[config.mk]
export PLATFORM = sky130hd
export DESIGN_NAME = pic_cascade
export DESIGN_NICKNAME = d
export VERILOG_FILES = /design/src/pic_pkg.sv /design/src/pic_pci_steer.sv /design/src/pic_cascade.sv
export SDC_FILE = /design/constraint.sdc
export NUM_CORES = 1
export LEC_CHECK = 0
export ABC_CLOCK_PERIOD_IN_PS = 23400
export BUFFER_PORTS_ARGS = -buffer_cell sky130_fd_sc_hd__buf_2
export CAP_MARGIN = 20
export CORE_UTILIZATION = 35
export CTS_CLUSTER_DIAMETER = 120
export DETAILED_ROUTE_END_ITERATION = 10
export PLACE_DENSITY = 0.61
export REMOVE_ABC_BUFFERS = 1
export SKIP_LAST_GASP = 1
export SLEW_MARGIN = 15
export SYNTH_ARGS = -nofsm -noshare
export SYNTH_HDL_FRONTEND = slang
export SYNTH_SLANG_ARGS = --single-unit
[constraint.sdc]
create_clock -name clk -period 23.4 [get_ports clk]
set_input_delay 3.51 -clock clk [delete_from_list [all_inputs] [get_ports clk]]
set_output_delay 3.51 -clock clk [all_outputs]
set_load 0.02 [all_outputs]
[src/pic_pkg.sv]
package pic_pkg;

	// ==========================================
	// Port addresses and config offsets
	localparam logic [15:0] IO_MASTER_CMD  = 16'h0020;
	localparam logic [15:0] IO_MASTER_DATA = 16'h0021;
	localparam logic [15:0] IO_SLAVE_CMD   = 16'h00a0;
	localparam logic [15:0] IO_SLAVE_DATA  = 16'h00a1;
	localparam logic [15:0] IO_ELCR_MASTER = 16'h04d0;
	localparam logic [15:0] IO_ELCR_SLAVE  = 16'h04d1;
	localparam logic [7:0]  CFG_ROUTE_AD   = 8'h60;
	localparam logic [7:0]  CFG_ROUTE_EH   = 8'h68;

	// ==========================================
	// Reset values and fixed layouts
	localparam int          PCI_LINES      = 8;
	localparam logic [63:0] ROUTE_RESET    = 64'h8080808080808080;
	localparam int          ROUTE_OFF_BIT  = 7;
	localparam logic [15:0] ROUTE_ALLOWED  = 16'hdef8;
	localparam logic [15:0] ELCR_EDGE_ONLY = 16'h2105;
	localparam logic [7:0]  CASC_LEVEL_IN  = 8'h04;
	localparam logic [2:0]  RESET_LOWEST   = 3'h7;
	localparam logic [2:0]  RESET_SLAVE_ID = 3'h7;
	localparam logic [2:0]  CASCADE_INPUT  = 3'h2;
	localparam logic [2:0]  CASC_SLAVE     = 3'h2;
	localparam logic [2:0]  DEFAULT_LEVEL  = 3'h7;
	localparam logic [7:0]  EDGE_REARM     = 8'hff;

	// ==========================================
	// Command word fields
	localparam int CW_INIT_BIT  = 4;
	localparam int CW_OP_WORD_READ_POLL_SMM_BIT  = 3;
	localparam int INIT_WORD_FOUR_AUTOMATIC_END_OF_INTERRUPT    = 1;
	localparam int INIT_WORD_FOUR_SFNM    = 4;
	localparam int OP_WORD_ROTATE_EOI_ROT     = 7;
	localparam int OP_WORD_ROTATE_EOI_SEL     = 6;
	localparam int OP_WORD_ROTATE_EOI_EOI     = 5;
	localparam int OP_WORD_READ_POLL_SMM_SMM_EN  = 6;
	localparam int OP_WORD_READ_POLL_SMM_SMM     = 5;
	localparam int OP_WORD_READ_POLL_SMM_POLL    = 2;
	localparam int OP_WORD_READ_POLL_SMM_RD_EN   = 1;
	localparam int OP_WORD_READ_POLL_SMM_RD_ISR  = 0;
	localparam int POLL_FLAG    = 7;

	// ==========================================
	// Types
	typedef enum logic [1:0] {STEP_DONE, STEP_VEC, STEP_CASC, STEP_MODE} pic_step_t;
	typedef enum logic [1:0] {ACK_IDLE, ACK_FIRST, ACK_SECOND} pic_ack_t;

	typedef struct packed {
		logic        wr;
		logic        rd;
		logic [15:0] addr;
		logic [7:0]  wdata;
	} pic_io_req_t;

	typedef struct packed {
		logic        wr;
		logic        rd;
		logic [7:0]  addr;
		logic [3:0]  be;
		logic [31:0] wdata;
	} pic_cfg_req_t;

	typedef struct packed {
		logic [7:0] request_register;
		logic [7:0] in_service_register;
		logic [7:0] mask_register;
		logic [7:0] prev;
		logic [4:0] vbase;
		pic_step_t  step;
		logic [2:0] slave_id;
		logic [2:0] lowest;
		logic       automatic_end_of_interrupt;
		logic       sfnm;
		logic       special_mask_mode;
		logic       read_isr;
		logic       poll;
		logic       rot_automatic_end_of_interrupt;
	} pic_ctl_t;

	typedef struct packed {
		pic_ctl_t [1:0] ctl;
		logic [15:0]    elcr;
		pic_ack_t       ack;
		logic [2:0]     casc;
		logic [7:0]     vec;
		logic           ack_done;
		logic [7:0]     rdata;
		logic           rvalid;
	} pic_state_t;

	typedef struct packed {
		logic [63:0] route;
		logic [15:0] req;
		logic [31:0] rdata;
		logic        rvalid;
	} pic_steer_t;

endpackage

[src/pic_pci_steer.sv]
`timescale 1ns/1ps
module pic_pci_steer (
	// Clock and reset
	input  wire logic                          clk,
	input  wire logic                          rst_n,
	// Configuration access
	input  wire pic_pkg::pic_cfg_req_t         cfg,
	output logic [31:0]                        cfg_rdata,
	output logic                               cfg_rvalid,
	// PCI lines and steered requests
	input  wire logic [pic_pkg::PCI_LINES-1:0] pci_line_n,
	output logic [15:0]                        steered_req
);

	pic_pkg::pic_steer_t q, d;

	// ==========================================
	// Route registers and steering
	always_comb
	begin
		logic [7:0] r;
		logic       hi;
		r = 8'h00;
		hi = 1'b0;
		d = q;
		d.rvalid = 1'b0;
		hi = (cfg.addr == pic_pkg::CFG_ROUTE_EH);
		if (cfg.wr && (hi || cfg.addr == pic_pkg::CFG_ROUTE_AD))
		begin
			for (int b = 0; b < 4; b++)
			begin
				if (cfg.be[b])
					d.route[(32 * int'(hi)) + 8 * b +: 8] = cfg.wdata[8 * b +: 8];
			end
		end
		if (cfg.rd)
		begin
			d.rvalid = 1'b1;
			d.rdata = 32'h0000_0000;
			if (cfg.addr == pic_pkg::CFG_ROUTE_AD)
				d.rdata = q.route[31:0];
			else if (cfg.addr == pic_pkg::CFG_ROUTE_EH)
				d.rdata = q.route[63:32];
		end
		// RQ22: shared routing targets
		// RQ23: inverted level request
		d.req = 16'h0000;
		for (int l = 0; l < pic_pkg::PCI_LINES; l++)
		begin
			r = q.route[8 * l +: 8];
			if (!r[pic_pkg::ROUTE_OFF_BIT] && pic_pkg::ROUTE_ALLOWED[r[3:0]])
				d.req[r[3:0]] = d.req[r[3:0]] | ~pci_line_n[l];
		end
	end

	always_ff @(posedge clk or negedge rst_n)
	begin
		if (!rst_n)
		begin
			q <= '0;
			q.route <= pic_pkg::ROUTE_RESET;
		end
		else
			q <= d;
	end

	assign cfg_rdata   = q.rdata;
	assign cfg_rvalid  = q.rvalid;
	assign steered_req = q.req;

endmodule

[src/pic_cascade.sv]
`timescale 1ns/1ps
// Contract
// RQ1: Software writes the fourth init word to both cores with bit 0 set.
// RQ2: Fully nested: input 0 highest; in-service blocks equal and lower requests.
// RQ3: In-service bit holds until end-of-interrupt, or clears after second ack pulse.
// RQ4: Special fully nested master keeps an in-service slave visible to priority.
// RQ5: Automatic rotation makes a serviced input lowest priority.
// RQ6: Rotation enabled via rotate non-specific END_OF_INTERRUPT or rotate-in-automatic-END_OF_INTERRUPT commands.
// RQ7: Set-priority makes the named input bottom priority, independent of END_OF_INTERRUPT.
// RQ8: Rotate-on-specific-END_OF_INTERRUPT ends named interrupt and makes it bottom priority.
// RQ9: After poll command the next read acts as acknowledge.
// RQ10: Poll byte: bit 7 pending, bits 2:0 highest pending level.
// RQ11: Request state frozen from poll write until the following read.
// RQ12: Master drives 010b on cascade bus; slave then supplies vector.
// RQ13: Software sends end-of-interrupt to both slave and master for cascades.
// RQ14: Init word one level bit ignored; trigger chosen per input.
// RQ15: Edge mode needs low-to-high transition; level mode takes high level.
// RQ16: Request dropped before first ack pulse ends returns input 7 vector.
// RQ17: Non-specific END_OF_INTERRUPT clears highest in-service bit; specific clears named one.
// RQ18: Special mask mode: non-specific END_OF_INTERRUPT skips masked in-service bits.
// RQ19: Automatic END_OF_INTERRUPT performs non-specific END_OF_INTERRUPT after last ack pulse; master only. The code applies it on the slave as well.
// RQ20: Each mask bit masks one input; master input 2 masks slave.
// RQ21: Third op word sets or clears special mask mode; ignores in-service inhibit.
// RQ22: Eight PCI lines route to legacy inputs 3-7, 9-12, 14, 15.
// RQ23: Routed active-low PCI lines become active-high level requests.
// RQ24: Init word one clears mask, sets priority, slave id 7, status read.
// RQ25: Vector byte joins vector base bits 7:3 with the input number.
module pic_cascade (
	// Clock and reset
	input  wire logic                          clk,
	input  wire logic                          rst_n,
	// Processor I/O port access
	input  wire pic_pkg::pic_io_req_t          io,
	output logic [7:0]                         io_rdata,
	output logic                               io_rvalid,
	// Configuration access for PCI routing
	input  wire pic_pkg::pic_cfg_req_t         cfg,
	output logic [31:0]                        cfg_rdata,
	output logic                               cfg_rvalid,
	// Interrupt sources
	input  wire logic [15:0]                   irq_in,
	input  wire logic [pic_pkg::PCI_LINES-1:0] pci_line_n,
	// Interrupt acknowledge
	input  wire logic                          ack_req,
	output logic                               ack_busy,
	output logic [7:0]                         ack_vec,
	output logic                               ack_done,
	// Processor interrupt
	output logic                               interrupt_output
);

	pic_pkg::pic_state_t q, d;
	logic [15:0]         steered;

	// ==========================================
	// Helpers
	function automatic logic [2:0] rank(input logic [2:0] i, input logic [2:0] low);
		rank = 3'(i - low - 3'h1);
	endfunction

	// Returns {found, index} of the highest priority set bit
	function automatic logic [3:0] pick(input logic [7:0] bits, input logic [2:0] low);
		logic [2:0] i;
		pick = 4'h0;
		i = low;
		for (int k = 0; k < 8; k++)
		begin
			i = 3'(i + 3'h1);
			if (bits[i] && !pick[3])
				pick = {1'b1, i};
		end
	endfunction

	// Request that may interrupt now, given in-service blocking
	function automatic logic [3:0] grant(input pic_pkg::pic_ctl_t c, input logic master);
		logic [3:0] p;
		logic [3:0] s;
		// RQ20: mask per input
		p = pick(c.request_register & ~c.mask_register, c.lowest);
		s = pick(c.in_service_register, c.lowest);
		grant = 4'h0;
		if (p[3])
		begin
			// RQ21: mask mode ignores inhibit
			if (c.special_mask_mode || !s[3])
				grant = p;
			// RQ2: nested priority blocking
			else if (rank(p[2:0], c.lowest) < rank(s[2:0], c.lowest))
				grant = p;
			// RQ4: slave stays visible
			else if (master && c.sfnm && p[2:0] == s[2:0] && p[2:0] == pic_pkg::CASCADE_INPUT)
				grant = p;
		end
	endfunction

	// RQ17: non-specific end
	// RQ18: masked bits skipped
	function automatic pic_pkg::pic_ctl_t eoi_ns(input pic_pkg::pic_ctl_t c, input logic rot);
		logic [3:0] s;
		eoi_ns = c;
		s = pick(c.in_service_register & ~(c.special_mask_mode ? c.mask_register : 8'h00), c.lowest);
		if (s[3])
		begin
			eoi_ns.in_service_register[s[2:0]] = 1'b0;
			// RQ5: serviced goes lowest
			if (rot)
				eoi_ns.lowest = s[2:0];
		end
	endfunction

	// ==========================================
	// PCI steering
	pic_pci_steer u_steer (
		.clk         (clk),
		.rst_n       (rst_n),
		.cfg         (cfg),
		.cfg_rdata   (cfg_rdata),
		.cfg_rvalid  (cfg_rvalid),
		.pci_line_n  (pci_line_n),
		.steered_req (steered)
	);

	// ==========================================
	// Controller behaviour
	always_comb
	begin
		logic [15:0] raw;
		logic [7:0]  in;
		logic [7:0]  lvl;
		logic [7:0]  w;
		logic [3:0]  g;
		logic [3:0]  gm;
		logic [3:0]  gs;
		logic        c;
		logic        sel;
		logic        odd;
		raw = irq_in | steered;
		in = 8'h00;
		lvl = 8'h00;
		w = io.wdata;
		g = 4'h0;
		c = 1'b0;
		sel = 1'b0;
		odd = io.addr[0];
		d = q;
		d.ack_done = 1'b0;
		d.rvalid = 1'b0;
		gs = grant(q.ctl[1], 1'b0);
		gm = grant(q.ctl[0], 1'b1);

		// Request registers
		for (int k = 0; k < 2; k++)
		begin
			in = (k == 0) ? {raw[7:3], gs[3], raw[1:0]} : raw[15:8];
			// RQ14: per input trigger
			lvl = q.elcr[8 * k +: 8];
			if (k == 0)
				lvl = lvl | pic_pkg::CASC_LEVEL_IN;
			// RQ11: frozen while polling
			if (!q.ctl[k].poll)
			begin
				// RQ15: edge or level
				d.ctl[k].request_register = (((q.ctl[k].request_register & in) | (in & ~q.ctl[k].prev)) & ~lvl) | (in & lvl);
				d.ctl[k].prev = in;
			end
		end

		// Acknowledge sequence; the slave is resolved only when addressed
		case (q.ack)
			pic_pkg::ACK_IDLE:
			begin
				if (ack_req)
					d.ack = pic_pkg::ACK_FIRST;
			end
			pic_pkg::ACK_FIRST:
			begin
				d.ack = pic_pkg::ACK_SECOND;
				d.casc = 3'h0;
				// RQ16: default vector seven
				d.vec = {q.ctl[0].vbase, pic_pkg::DEFAULT_LEVEL};
				if (gm[3])
				begin
					// RQ3: in-service set
					d.ctl[0].in_service_register[gm[2:0]] = 1'b1;
					d.ctl[0].request_register[gm[2:0]] = 1'b0;
					// RQ25: vector assembly
					d.vec = {q.ctl[0].vbase, gm[2:0]};
					// RQ12: cascade code
					if (gm[2:0] == pic_pkg::CASCADE_INPUT)
						d.casc = pic_pkg::CASC_SLAVE;
				end
			end
			pic_pkg::ACK_SECOND:
			begin
				d.ack = pic_pkg::ACK_IDLE;
				d.ack_done = 1'b1;
				// RQ12: slave answers
				sel = (q.casc == q.ctl[1].slave_id) && (q.casc == pic_pkg::CASC_SLAVE);
				if (sel)
				begin
					d.vec = {q.ctl[1].vbase, pic_pkg::DEFAULT_LEVEL};
					if (gs[3])
					begin
						d.ctl[1].in_service_register[gs[2:0]] = 1'b1;
						d.ctl[1].request_register[gs[2:0]] = 1'b0;
						d.vec = {q.ctl[1].vbase, gs[2:0]};
					end
					// RQ19: slave automatic end also applied here
					if (q.ctl[1].automatic_end_of_interrupt)
						d.ctl[1] = eoi_ns(d.ctl[1], q.ctl[1].rot_automatic_end_of_interrupt);
				end
				// RQ3: automatic end
				// RQ19: after last pulse
				if (q.ctl[0].automatic_end_of_interrupt)
					d.ctl[0] = eoi_ns(d.ctl[0], q.ctl[0].rot_automatic_end_of_interrupt);
				d.casc = 3'h0;
			end
			default:
				d.ack = pic_pkg::ACK_IDLE;
		endcase

		// Port decode
		sel = (io.addr == pic_pkg::IO_MASTER_CMD) || (io.addr == pic_pkg::IO_MASTER_DATA) ||
			(io.addr == pic_pkg::IO_SLAVE_CMD) || (io.addr == pic_pkg::IO_SLAVE_DATA);
		c = (io.addr == pic_pkg::IO_SLAVE_CMD) || (io.addr == pic_pkg::IO_SLAVE_DATA);

		if (io.wr && sel && !odd && w[pic_pkg::CW_INIT_BIT])
		begin
			// RQ24: init word one
			// RQ14: level bit ignored
			d.ctl[c].mask_register = 8'h00;
			d.ctl[c].lowest = pic_pkg::RESET_LOWEST;
			d.ctl[c].slave_id = pic_pkg::RESET_SLAVE_ID;
			d.ctl[c].special_mask_mode = 1'b0;
			d.ctl[c].read_isr = 1'b0;
			d.ctl[c].poll = 1'b0;
			d.ctl[c].prev = pic_pkg::EDGE_REARM;
			d.ctl[c].request_register = d.ctl[c].request_register & q.elcr[8 * c +: 8];
			d.ctl[c].step = pic_pkg::STEP_VEC;
		end
		else if (io.wr && sel && !odd && w[pic_pkg::CW_OP_WORD_READ_POLL_SMM_BIT])
		begin
			// RQ9: poll armed
			if (w[pic_pkg::OP_WORD_READ_POLL_SMM_POLL])
				d.ctl[c].poll = 1'b1;
			if (w[pic_pkg::OP_WORD_READ_POLL_SMM_RD_EN])
				d.ctl[c].read_isr = w[pic_pkg::OP_WORD_READ_POLL_SMM_RD_ISR];
			// RQ21: mask mode control
			if (w[pic_pkg::OP_WORD_READ_POLL_SMM_SMM_EN])
				d.ctl[c].special_mask_mode = w[pic_pkg::OP_WORD_READ_POLL_SMM_SMM];
		end
		else if (io.wr && sel && !odd)
		begin
			case ({w[pic_pkg::OP_WORD_ROTATE_EOI_ROT], w[pic_pkg::OP_WORD_ROTATE_EOI_SEL], w[pic_pkg::OP_WORD_ROTATE_EOI_EOI]})
				// RQ17: end commands
				3'b001: d.ctl[c] = eoi_ns(d.ctl[c], 1'b0);
				3'b011: d.ctl[c].in_service_register[w[2:0]] = 1'b0;
				// RQ6: rotation commands
				3'b101: d.ctl[c] = eoi_ns(d.ctl[c], 1'b1);
				3'b100: d.ctl[c].rot_automatic_end_of_interrupt = 1'b1;
				3'b000: d.ctl[c].rot_automatic_end_of_interrupt = 1'b0;
				// RQ8: rotate specific end
				3'b111:
				begin
					d.ctl[c].in_service_register[w[2:0]] = 1'b0;
					d.ctl[c].lowest = w[2:0];
				end
				// RQ7: set priority
				3'b110: d.ctl[c].lowest = w[2:0];
				default: d.ctl[c].lowest = q.ctl[c].lowest;
			endcase
		end
		else if (io.wr && sel)
		begin
			case (q.ctl[c].step)
				pic_pkg::STEP_VEC:
				begin
					d.ctl[c].vbase = w[7:3];
					d.ctl[c].step = pic_pkg::STEP_CASC;
				end
				pic_pkg::STEP_CASC:
				begin
					d.ctl[c].slave_id = w[2:0];
					d.ctl[c].step = pic_pkg::STEP_MODE;
				end
				pic_pkg::STEP_MODE:
				begin
					// RQ1: mode bit assumed set
					d.ctl[c].automatic_end_of_interrupt = w[pic_pkg::INIT_WORD_FOUR_AUTOMATIC_END_OF_INTERRUPT];
					d.ctl[c].sfnm = w[pic_pkg::INIT_WORD_FOUR_SFNM];
					d.ctl[c].step = pic_pkg::STEP_DONE;
				end
				default: d.ctl[c].mask_register = w;
			endcase
		end
		else if (io.wr && io.addr == pic_pkg::IO_ELCR_MASTER)
			d.elcr[7:0] = w & ~pic_pkg::ELCR_EDGE_ONLY[7:0];
		else if (io.wr && io.addr == pic_pkg::IO_ELCR_SLAVE)
			d.elcr[15:8] = w & ~pic_pkg::ELCR_EDGE_ONLY[15:8];

		// Reads answer one cycle later; unmapped ports read zero
		if (io.rd)
		begin
			d.rvalid = 1'b1;
			d.rdata = 8'h00;
			g = c ? gs : gm;
			if (sel && !odd && q.ctl[c].poll)
			begin
				// RQ10: poll byte
				d.rdata[pic_pkg::POLL_FLAG] = g[3];
				d.rdata[2:0] = g[2:0];
				d.ctl[c].poll = 1'b0;
				// RQ9: poll acknowledge
				if (g[3])
				begin
					d.ctl[c].in_service_register[g[2:0]] = 1'b1;
					d.ctl[c].request_register[g[2:0]] = 1'b0;
				end
			end
			else if (sel && !odd)
				d.rdata = q.ctl[c].read_isr ? q.ctl[c].in_service_register : q.ctl[c].request_register;
			else if (sel)
				d.rdata = q.ctl[c].mask_register;
			else if (io.addr == pic_pkg::IO_ELCR_MASTER)
				d.rdata = q.elcr[7:0];
			else if (io.addr == pic_pkg::IO_ELCR_SLAVE)
				d.rdata = q.elcr[15:8];
		end
	end

	always_ff @(posedge clk or negedge rst_n)
	begin
		if (!rst_n)
		begin
			q <= '0;
			q.ctl[0].lowest <= pic_pkg::RESET_LOWEST;
			q.ctl[1].lowest <= pic_pkg::RESET_LOWEST;
			q.ctl[0].slave_id <= pic_pkg::RESET_SLAVE_ID;
			q.ctl[1].slave_id <= pic_pkg::RESET_SLAVE_ID;
			q.ctl[0].prev <= pic_pkg::EDGE_REARM;
			q.ctl[1].prev <= pic_pkg::EDGE_REARM;
		end
		else
			q <= d;
	end

	// ==========================================
	// Outputs
	// Poll mode leaves the output meaningful; software simply ignores it
	assign interrupt_output = grant(q.ctl[0], 1'b1) != 4'h0;
	assign ack_busy         = q.ack != pic_pkg::ACK_IDLE;
	assign ack_vec          = q.vec;
	assign ack_done         = q.ack_done;
	assign io_rdata         = q.rdata;
	assign io_rvalid        = q.rvalid;

endmodule

[After elaboration in Yosys (flattened, before gate mapping)]
Memories as Yosys holds them, arrays and structs flattened.
Cells that the tools add are included.
Operators by class
  reductions and logical operators: 175
  add/subtract/negate cells: 39
  bitwise logic cells: 64
  muxes and demuxes: 513
  shift operators: 9
  divide/modulo/power cells: 0
  equal/unequal tests: 26
  $lt $le $gt $ge: 60
  multiply operators: 0
Operators by type and width (count)
  $bwmux 102: 31
  $mux 102: 14
  $demux 51 s1: 17
  $pmux 102 s7: 1
  $mux 4: 177
  $mux 51: 11
  $mux 64: 7
  $pmux 102 s3: 1
  $bwmux 64: 4
  $shift 8x33->64 const A: 4
  $shiftx 8x33->64: 4
  $mux 8: 25
  $mux 16: 12
  $mux 43: 4
  $bmux 1 s3: 56
  $and 8x8->8: 20
  $lt 3x4->1 const B: 32
  $not 8->8: 15
  $bwmux 16: 7
  $neg 32->33: 3
  $logic_and 1x1->1: 93
  $mux 1: 93
  $add 3x1->3 const B: 24
  $mux 35: 2
  54 further kinds: 229
Storage, ports and cells
  register bits after elaboration: 250
  bits in read-only memories: 144
  word-level logic and storage cells: 935
  bits of input ports: 99
  bits in latches: 0
  RAM bits: 0
  memories kept: 9
  output and inout bits: 53
Memory list
  (name not given): depth 16, width 1, rd ports 1, clocked after memory_dff 0, wr ports 0, line pic_pci_steer.sv:51  | if (!r[pic_pkg::ROUTE_OFF_BIT] && pic_pkg::ROUTE_ALLOWED[r[3:0]])
  (name not given): depth 16, width 1, rd ports 1, clocked after memory_dff 0, wr ports 0, line pic_pci_steer.sv:51
  (name not given): depth 16, width 1, rd ports 1, clocked after memory_dff 0, wr ports 0, line pic_pci_steer.sv:51
  (name not given): depth 16, width 1, rd ports 1, clocked after memory_dff 0, wr ports 0, line pic_pci_steer.sv:51
  (name not given): depth 16, width 1, rd ports 1, clocked after memory_dff 0, wr ports 0, line pic_pci_steer.sv:51
  (name not given): depth 16, width 1, rd ports 1, clocked after memory_dff 0, wr ports 0, line pic_pci_steer.sv:52  | d.req[r[3:0]] = d.req[r[3:0]] | ~pci_line_n[l];
  +3 memories

[Logic depth before layout (Yosys ltp)]
Gate-level depths: netlist of run 1.
  depth after elaboration: 183
  depth in mapped cells: 56
  mapped depth without buffers: 46

[Hierarchy]
A second synthesis of run 1 with hierarchy kept.
Second synthesis, totals
  cell total of the unflattened synthesis: 2554
  area, all modules: 22052.4 µm²
Modules (own cells, without submodules)
  pic_cascade: instances 1, cells an instance 1851, area an instance 15192.1 µm², seq. area each 3283.1 µm²
  pic_pci_steer: instances 1, cells an instance 703, area an instance 6860.3 µm², seq. area each 2837.7 µm²

[Worst setup path before layout of run 1]
Ideal clock, no wire load.
  kind: register to register
  from: reg q[96] in the netlist's numbering
  to: reg q[129] in the netlist's numbering
  data arrival time: 11280 ps
  setup time: 133 ps
  period minus slack after synthesis: 11413 ps
  stages on the path, launching flop included: 54
  path buffers: 11
  setup slack: 11987 ps
  required time: 23267 ps
  cells stage by stage: dfstp_2 > buf_6 > inv_2 > buf_1 > clkbuf_1 > ha_1 > buf_2 > buf_2 > buf_2 > mux4_2 > nor2_1 > nor2_4 > nor4_2 > nand2b_1 > o32a_1 > buf_6 > inv_2 > buf_6 > [18 not listed] > nor2_1 > a21oi_1 > inv_1 > ha_1 > nor2_1 > nand2_1 > o32ai_1 > a31oi_4 > buf_2 > xnor2_2 > xnor2_1 > mux2_2 > o31a_1 > or3_1 > o32a_1 > buf_6 > o311ai_1 > nand3b_1
RTL lines
  from (decl): line pic_cascade.sv:52  | pic_pkg::pic_state_t q, d;

==> results of run 1 <==
[layout by cell type, fill, tap and decap left out, drive strengths merged, types with 32 or more instances in the layout]
cell type | synthesis | layout
nand2 | 273 | 273
nor2 | 272 | 272
dfrtp | 210 | 210
a21oi | 190 | 190
buf | 96 | 184
o21ai | 179 | 179
mux2i | 131 | 131
inv | 106 | 110
mux2 | 102 | 102
nor3 | 86 | 86
nand3 | 68 | 68
nand2b | 54 | 54
o22ai | 52 | 52
a31oi | 52 | 52
nor2b | 47 | 47
mux4 | 45 | 45
nor4 | 41 | 41
clkbuf | 107 | 35
dfstp | 32 | 32
[logic make-up (layout without fill, tap and decap cells)]
group / count (synthesis) / in the layout / share of synthesized area, %
fa+ha+maj: 28 / 28 / 1.67
simple gates: 990 / 990 / 21.3
other cells: 1 / 9 / 0.0165
buf+inv: 312 / 343 / 6.40
mux: 278 / 278 / 15.2
compound gates: 865 / 865 / 26.2
flops: 242 / 242 / 26.8
xor+xnor: 46 / 46 / 2.34
[sequential cells by signal, indices dropped and copies added (netlist names)]
signal / flops
u_steer.q: 64
io_rdata: 8
u_steer.cfg_rdata: 32
u_steer.steered_req: 15
ack_vec: 8
u_steer.cfg_rvalid: 1
io_rvalid: 1
q: 112
ack_done: 1
[power by group through the flow]
stage	clock network, mW	logic (mW)	registers [mW]
after global placement	0	0.886	0.489
after CTS	0.472	0.894	0.482
final	0.465	0.919	0.484
after global routing	0.488	0.998	0.487
after detailed placement	0	0.889	0.490
after floorplan	0	0.607	0.486
[synthesized netlist by cell type (all sizes together) (41+ instances only)]
cell / count
buf: 96
nor2: 272
nor2b: 47
mux2: 102
nand2b: 54
a31oi: 52
nor4: 41
o22ai: 52
nor3: 86
dfrtp: 210
inv: 106
nand2: 273
clkbuf: 107
mux4: 45
o21ai: 179
mux2i: 131
a21oi: 190
nand3: 68
[final cells by class]
cell class	count	area share [%]
antenna	5	0.0504
clock buffer	35	3.00
clock inverter	15	0.837
inverter	109	1.65
multi-input combinational	2211	61.4
sequential	242	24.6
tap	855	4.31
timing repair buffer	184	4.14
[worst max-delay path by stage]
stage          cells past startpoint  endpoint  slack (ps)  startpoint
4_1_cts                           46    q[129]        8370       q[96]
6_report                          46    q[129]        7980       q[96]
5_1_grt                           46    q[129]        7020       q[96]
3_3_place_gp                      46     q[78]        8420       q[96]
3_5_place_dp                      45     q[78]        8440       q[96]
2_1_floorplan                     43     q[97]        9670       q[96]
[through the flow]
stage / utilization [%] / area, um2 / worst slack, ps / hold slack (ps) / instances
global placement: 37.0 / 23800 / 8420 / 486 / 3600
finish: 38.6 / 24800 / 7980 / 504 / 3656
detailed placement: 37.0 / 23800 / 8440 / 492 / 3600
global route: 38.6 / 24800 / 7020 / 521 / 3654
floorplan: - / 21700 / 9670 / 450 / 2562
CTS: 38.5 / 24800 / 8370 / 505 / 3650
[metal layers]
layer / vias up / wire (um) / track usage (%)
met4: 8 / 2620 / 7.62
met1: 10900 / 35400 / 33.3
met3: 168 / 7200 / 4.50
met5: - / 48 / 0
li1: 10400 / - / -
met2: 1087 / 36400 / 37.7
[critical path, delay by kind of cell (launching register included)]
kind                       cells  cell delay, ps
AOI/OAI and AO/OA             16            6070
adders and majority gates      5            2360
and+or+nand+nor               14            3170
muxes                          1             360
DFF                            1             520
xor gates and xnor gates       2             290
buffers and inverters          8            2370
==> flow_summary.toml, run 1 <==
[power_and_ir_drop]
combinationalPowerShare_pct = 49.2
p_sw_share_pct = 44.6
power_density_nw_per_um2 = 75.3
p_leak_nw = 10.1
sequentialPowerShare_pct = 25.9
total_power_mw = 1.87
net-switching-power_mw = 0.833
vdd_drop_max_mv = 0.0621
p_clk_share_pct = 24.9
p_int_mw = 1.04

[clock_tree]
cts.sinks = 242
cts_tree = "done"
cts_resized = 0
post_cts_buffers = 0
path_clk_slew_ps = 70
root_buffer = "clkbuf_16"
clock_path_buffers = 3
clk_latency_ps = 590
cts_hold_buffers = 0
cts-buffers-inserted = 27
htreeDepth = 1

[setup_path]
cp_max_fo = 53
required_ps = 23830
arrival_ps = 15850
r2r-start = "q[96]"
rrSetupSlack_ps = 7980
ff2ff_path_depth = 46
path_class = "reg2reg"
crit_path_end_kind = "flip-flop"
critical-path-slowest-cell = "o32a_1"
critPathLaunchType = "flip-flop"
critPathMaxStageDelay_ps = 890
r2r_end = "q[129]"

[synth]
synthFlopType = "dfrtp_1"
netlist_instances = 2762
ys_seq_elements = 242
netlist_area_um2 = 22800
synth-seq-area-share_pct = 26.8
synth.largest_area_cell = "dfrtp_1"
ys_top_cells_by_area = "dfrtp_1, mux2i_1, mux2_2"
yosysTopAreaCellShare_pct = 23.1
synth-edff-count = 0
ys_warn_count = 0
avgSynthCellArea_um2 = 8.25
synthArstFlopShare_pct = 100
ys_types = 123

[detailed_routing]
wirelength_um = 81700
via_per_inst = 6.16
dr.pass1.iters = 6
drt.antenna.violating_nets = 0
drc = 0
vias = 22500
drt-wirelength-per-cell_um = 22.3
drtIter0Drc = 2523

[cells_and_area]
regArea_um2 = 6100
n_fill_cell = 6612
area_delta_synth_final_pct = 8.96
num-nets-final = 2902
drive_gt1_share_pct = 17.3
multi_input_area_um2 = 15300

[global_route]
antenna_found_initial = 9
grt_usage_pct = 24.1
grt_max_degree = 112
grt_pass1_vias = 21200
grt_pass1_wl_um = 127000
grt_overflow_total = 0

[run]
cap_violations = 0

[status]
status = "complete, no violations"

[timing]
grt_setup_unrepaired = "false"
min_period_ps = 15420
worst_slew_pin_slew_ps = 1170
fin_skew_ps = 31.9
max_freq_ghz = 0.0649
fin_crit_sh_pct = 65.9
slew_violations = 0
tns_ps = 0
relSlewSlack_pct = 21.6
hold_violations = 0
setup_viol = 0

[placed_design]
dp.final_hpwl_um = 61700
routabilityCongestion = 0.963
port_buffers = 150

[die]
dieArea_um2 = 66100
initial_core_util_pct = 35.4
fp.dieW_um = 257
die_h_um = 257
std_cell_rows = 93
io_pins = 152
fp.coreArea_um2 = 64300

[worst_hold_path]
min_path_cells = 1
hold_path.class = "reg2reg"
whs_endpoint = "u_steer.q[61]"
holdCritStartpoint = "u_steer.q[61]"
(Power assumes the default switching activity.)
==> run 2, diff against run 1 <==
Settings changed: ABC_AREA from default to 1, ABC_CLOCK_PERIOD_IN_PS 23400 to 15900.
Clock period 23.4 ns to 15.9 ns, I/O delays scaled along.
==> run 2 against run 1 <==
Against the previous run: power increased by 15%; clock skew shrank 16 ps; sequential power grew 48%; combinational power fell by 24%; non-clock buffer count is 15 lower; register-to-register slack worse by 4200 ps; via count rose by 6.0%; cell count up 22%; first-iteration DRC count is 7.3% lower; worst setup slack got worse by 4200 ps; fmax up 27%; critical path type unchanged; largest power group is now the clock network; highest routed layer unchanged.
==> flow_summary.toml, run 2 <==
[placed_design]
placed_cell_area_um2 = 23100
dp.final_hpwl_um = 64200
port_buffers = 150
routabilityCongestion = 1.01

[global_route]
grt_pass1_vias = 22200
grt_pass1_wl_um = 128000
grt_overflow_total = 0
antenna_found_initial = 14
grt_max_degree = 167
grt_usage_pct = 25.5

[timing]
fin_crit_sh_pct = 76.3
relSlewSlack_pct = 27.9
slew_violations = 0
grt_setup_unrepaired = "false"
fin_skew_ps = 16.3
tns_ps = 0
max_freq_ghz = 0.0824
hold_violations = 0
worst_slew_pin_slew_ps = 1080
hold_slack_ps = 483
setup_viol = 0
min_period_ps = 12130

[worst_hold_path]
hold_path.class = "reg2reg"
holdCritStartpoint = "q[27]"

[synth]
netlist_area_um2 = 21900
synth_top_family_by_area = "simple AND/OR/NAND/NOR gates"
synth.largest_area_cell = "dfrtp_1"
synth-edff-count = 0
synth_fa_ha_area_share_pct = 1.73
synth-compound-area-share_pct = 18.6
ys_types = 71
synth-seq-area-share_pct = 27.8
synth-xor-area-share_pct = 0.679
synthFlopType = "dfrtp_1"
synthArstFlopShare_pct = 100
synth_simple_gate_area_share_pct = 38.7
ys_warn_count = 0
ys_top_cells_by_area = "dfrtp_1, nand2_1, nand3_1"
ys_seq_elements = 242
netlist_instances = 3557
synthTopCellsByCount = "nand2_1, inv_1, nor2_1"
yosysTopAreaCellShare_pct = 24.0
yosysMostFrequentCell = "nand2_1"
synth.mux.area_fraction_pct = 0.234
avgSynthCellArea_um2 = 6.16

[clock_tree]
clock_path_buffers = 3
path_clk_slew_ps = 60
cts-buffers-inserted = 29
post_cts_buffers = 0
cts_resized = 0
cts_tree = "done"
htreeDepth = 1
cts_hold_buffers = 0
clk_latency_ps = 590
root_buffer = "clkbuf_16"
cts.sinks = 242

[cells_and_area]
final_cell_mix = "nand2_1, inv_1, nor2_1, nand3_1, o21ai_0"
final_util_pct = 39.1
drive_gt1_share_pct = 10.7
final_common_cell = "nand2_1"
largest_reg_flops = 112
finish.instance_area_um2 = 24200
top_register = "q"
area_delta_synth_final_pct = 10.2
n_fill_cell = 6722
num-nets-final = 3731

[setup_path]
cp_num_buf_inv = 9
crit_path_end_kind = "flip-flop"
crit_start = "q[96]"
crit_family = "simple AND/OR/NAND/NOR gates"
arrival_ps = 12610
r2r-start = "q[96]"
cp_max_fo = 45
critPathLaunchType = "flip-flop"
required_ps = 16380
crit_top_cell = "nand2_1"
path_class = "reg2reg"
critPathMaxStageDelay_ps = 700
critical-path-slowest-cell = "ha_1"

[power_and_ir_drop]
net-switching-power_mw = 0.818
total_power_mw = 2.15
vdd_drop_max_mv = 0.0792
combinationalPowerShare_pct = 32.7
p_leak_nw = 11.7
p_sw_share_pct = 38.0
p_int_mw = 1.33
p_clk_share_pct = 34.1
power_density_nw_per_um2 = 89.0
sequentialPowerShare_pct = 33.3

[die]
die_h_um = 252
dieArea_um2 = 63700
std_cell_rows = 91
fp.coreArea_um2 = 61800
io_pins = 152
initial_core_util_pct = 35.5
fp.dieW_um = 252

[detailed_routing]
dr.pass1.iters = 6
drtIter0Drc = 2338
via_per_inst = 5.34
drc = 0
vias = 23900
drt-wirelength-per-cell_um = 18.4
drt.antenna.violating_nets = 0
wirelength_um = 82100

[run]
cap_violations = 0

[status]
status = "complete, no violations"
[run 2: changes by cell type after synthesis, moves of 34 or more]
cell / change
clkbuf_1: -37
inv_1: +345
mux2_2: -100
mux2i_1: -127
mux4_2: -45
nand2_1: +655
nand2_2: +35
nand2b_1: -54
nand3_1: +282
nand4_1: +34
nor2_1: +117
nor2b_1: -47
o21ai_0: +120
[run 2: metal layers]
metal / wire length (um) / part of all wire (%) / vias up / track usage [%]
met3: 7060 / 8.6 / 181 / 4.36
li1: - / - / 11800 / -
met2: 36700 / 45 / 945 / 41.2
met4: 3620 / 4.4 / 20 / 9.70
met1: 34600 / 42 / 10900 / 33.9
met5: 128 / 0.16 / - / 0
[run 2: final cells by class]
type	count	area, um2	share of cell area, %
inverter	486	1830	7.56
clock buffer	42	835	3.45
antenna	3	7.51	0.0311
multi-input combinational	2676	13200	54.5
timing repair buffer	169	963	3.99
sequential	242	6100	25.2
tap	837	1050	4.34
clock inverter	12	210	0.870
[run 2: metrics by stage]
stage | std cells | setup slack (ps)
final | 4467 | 3770
after global routing | 4465 | 2700
after CTS | 4462 | 3950
after detailed placement | 4408 | 4000
after global placement | 4407 | 4000
after floorplan | 3404 | 4500
[run 2: cell families after synthesis]
group | Yosys count
DFF | 242
adders and majority gates | 28
xor gates and xnor gates | 14
AOI/OAI and AO/OA | 709
other | 1
buffers and inverters | 642
muxes | 5
and+or+nand+nor | 1916
[run 2: power by group through the flow]
stage                     logic (mW)  registers, mW  clock network (mW)
after floorplan                0.462          0.723                   0
after global placement         0.686          0.723                   0
after detailed placement       0.685          0.724                   0
after CTS                      0.688          0.713               0.745
after global routing           0.775          0.719               0.767
final                          0.702          0.716               0.733
[run 2: worst paths after layout]
check                                 end  slack, ps  cells after the start
min in group asynchronous  u_steer.q[111]       1750                      1
max                                 q[81]       3770                     61
max reg2reg                         q[81]       3770                     61
max in group asynchronous      ack_vec[1]      12750                      2
min                                 q[27]        480                      2
min reg2reg                         q[27]        480                      2
[run 2: worst min-delay path, stage by stage, from the launching register on]
cell and delay [ps]:
dfrtp_1 340, nand2_1 50, o21ai_0 60
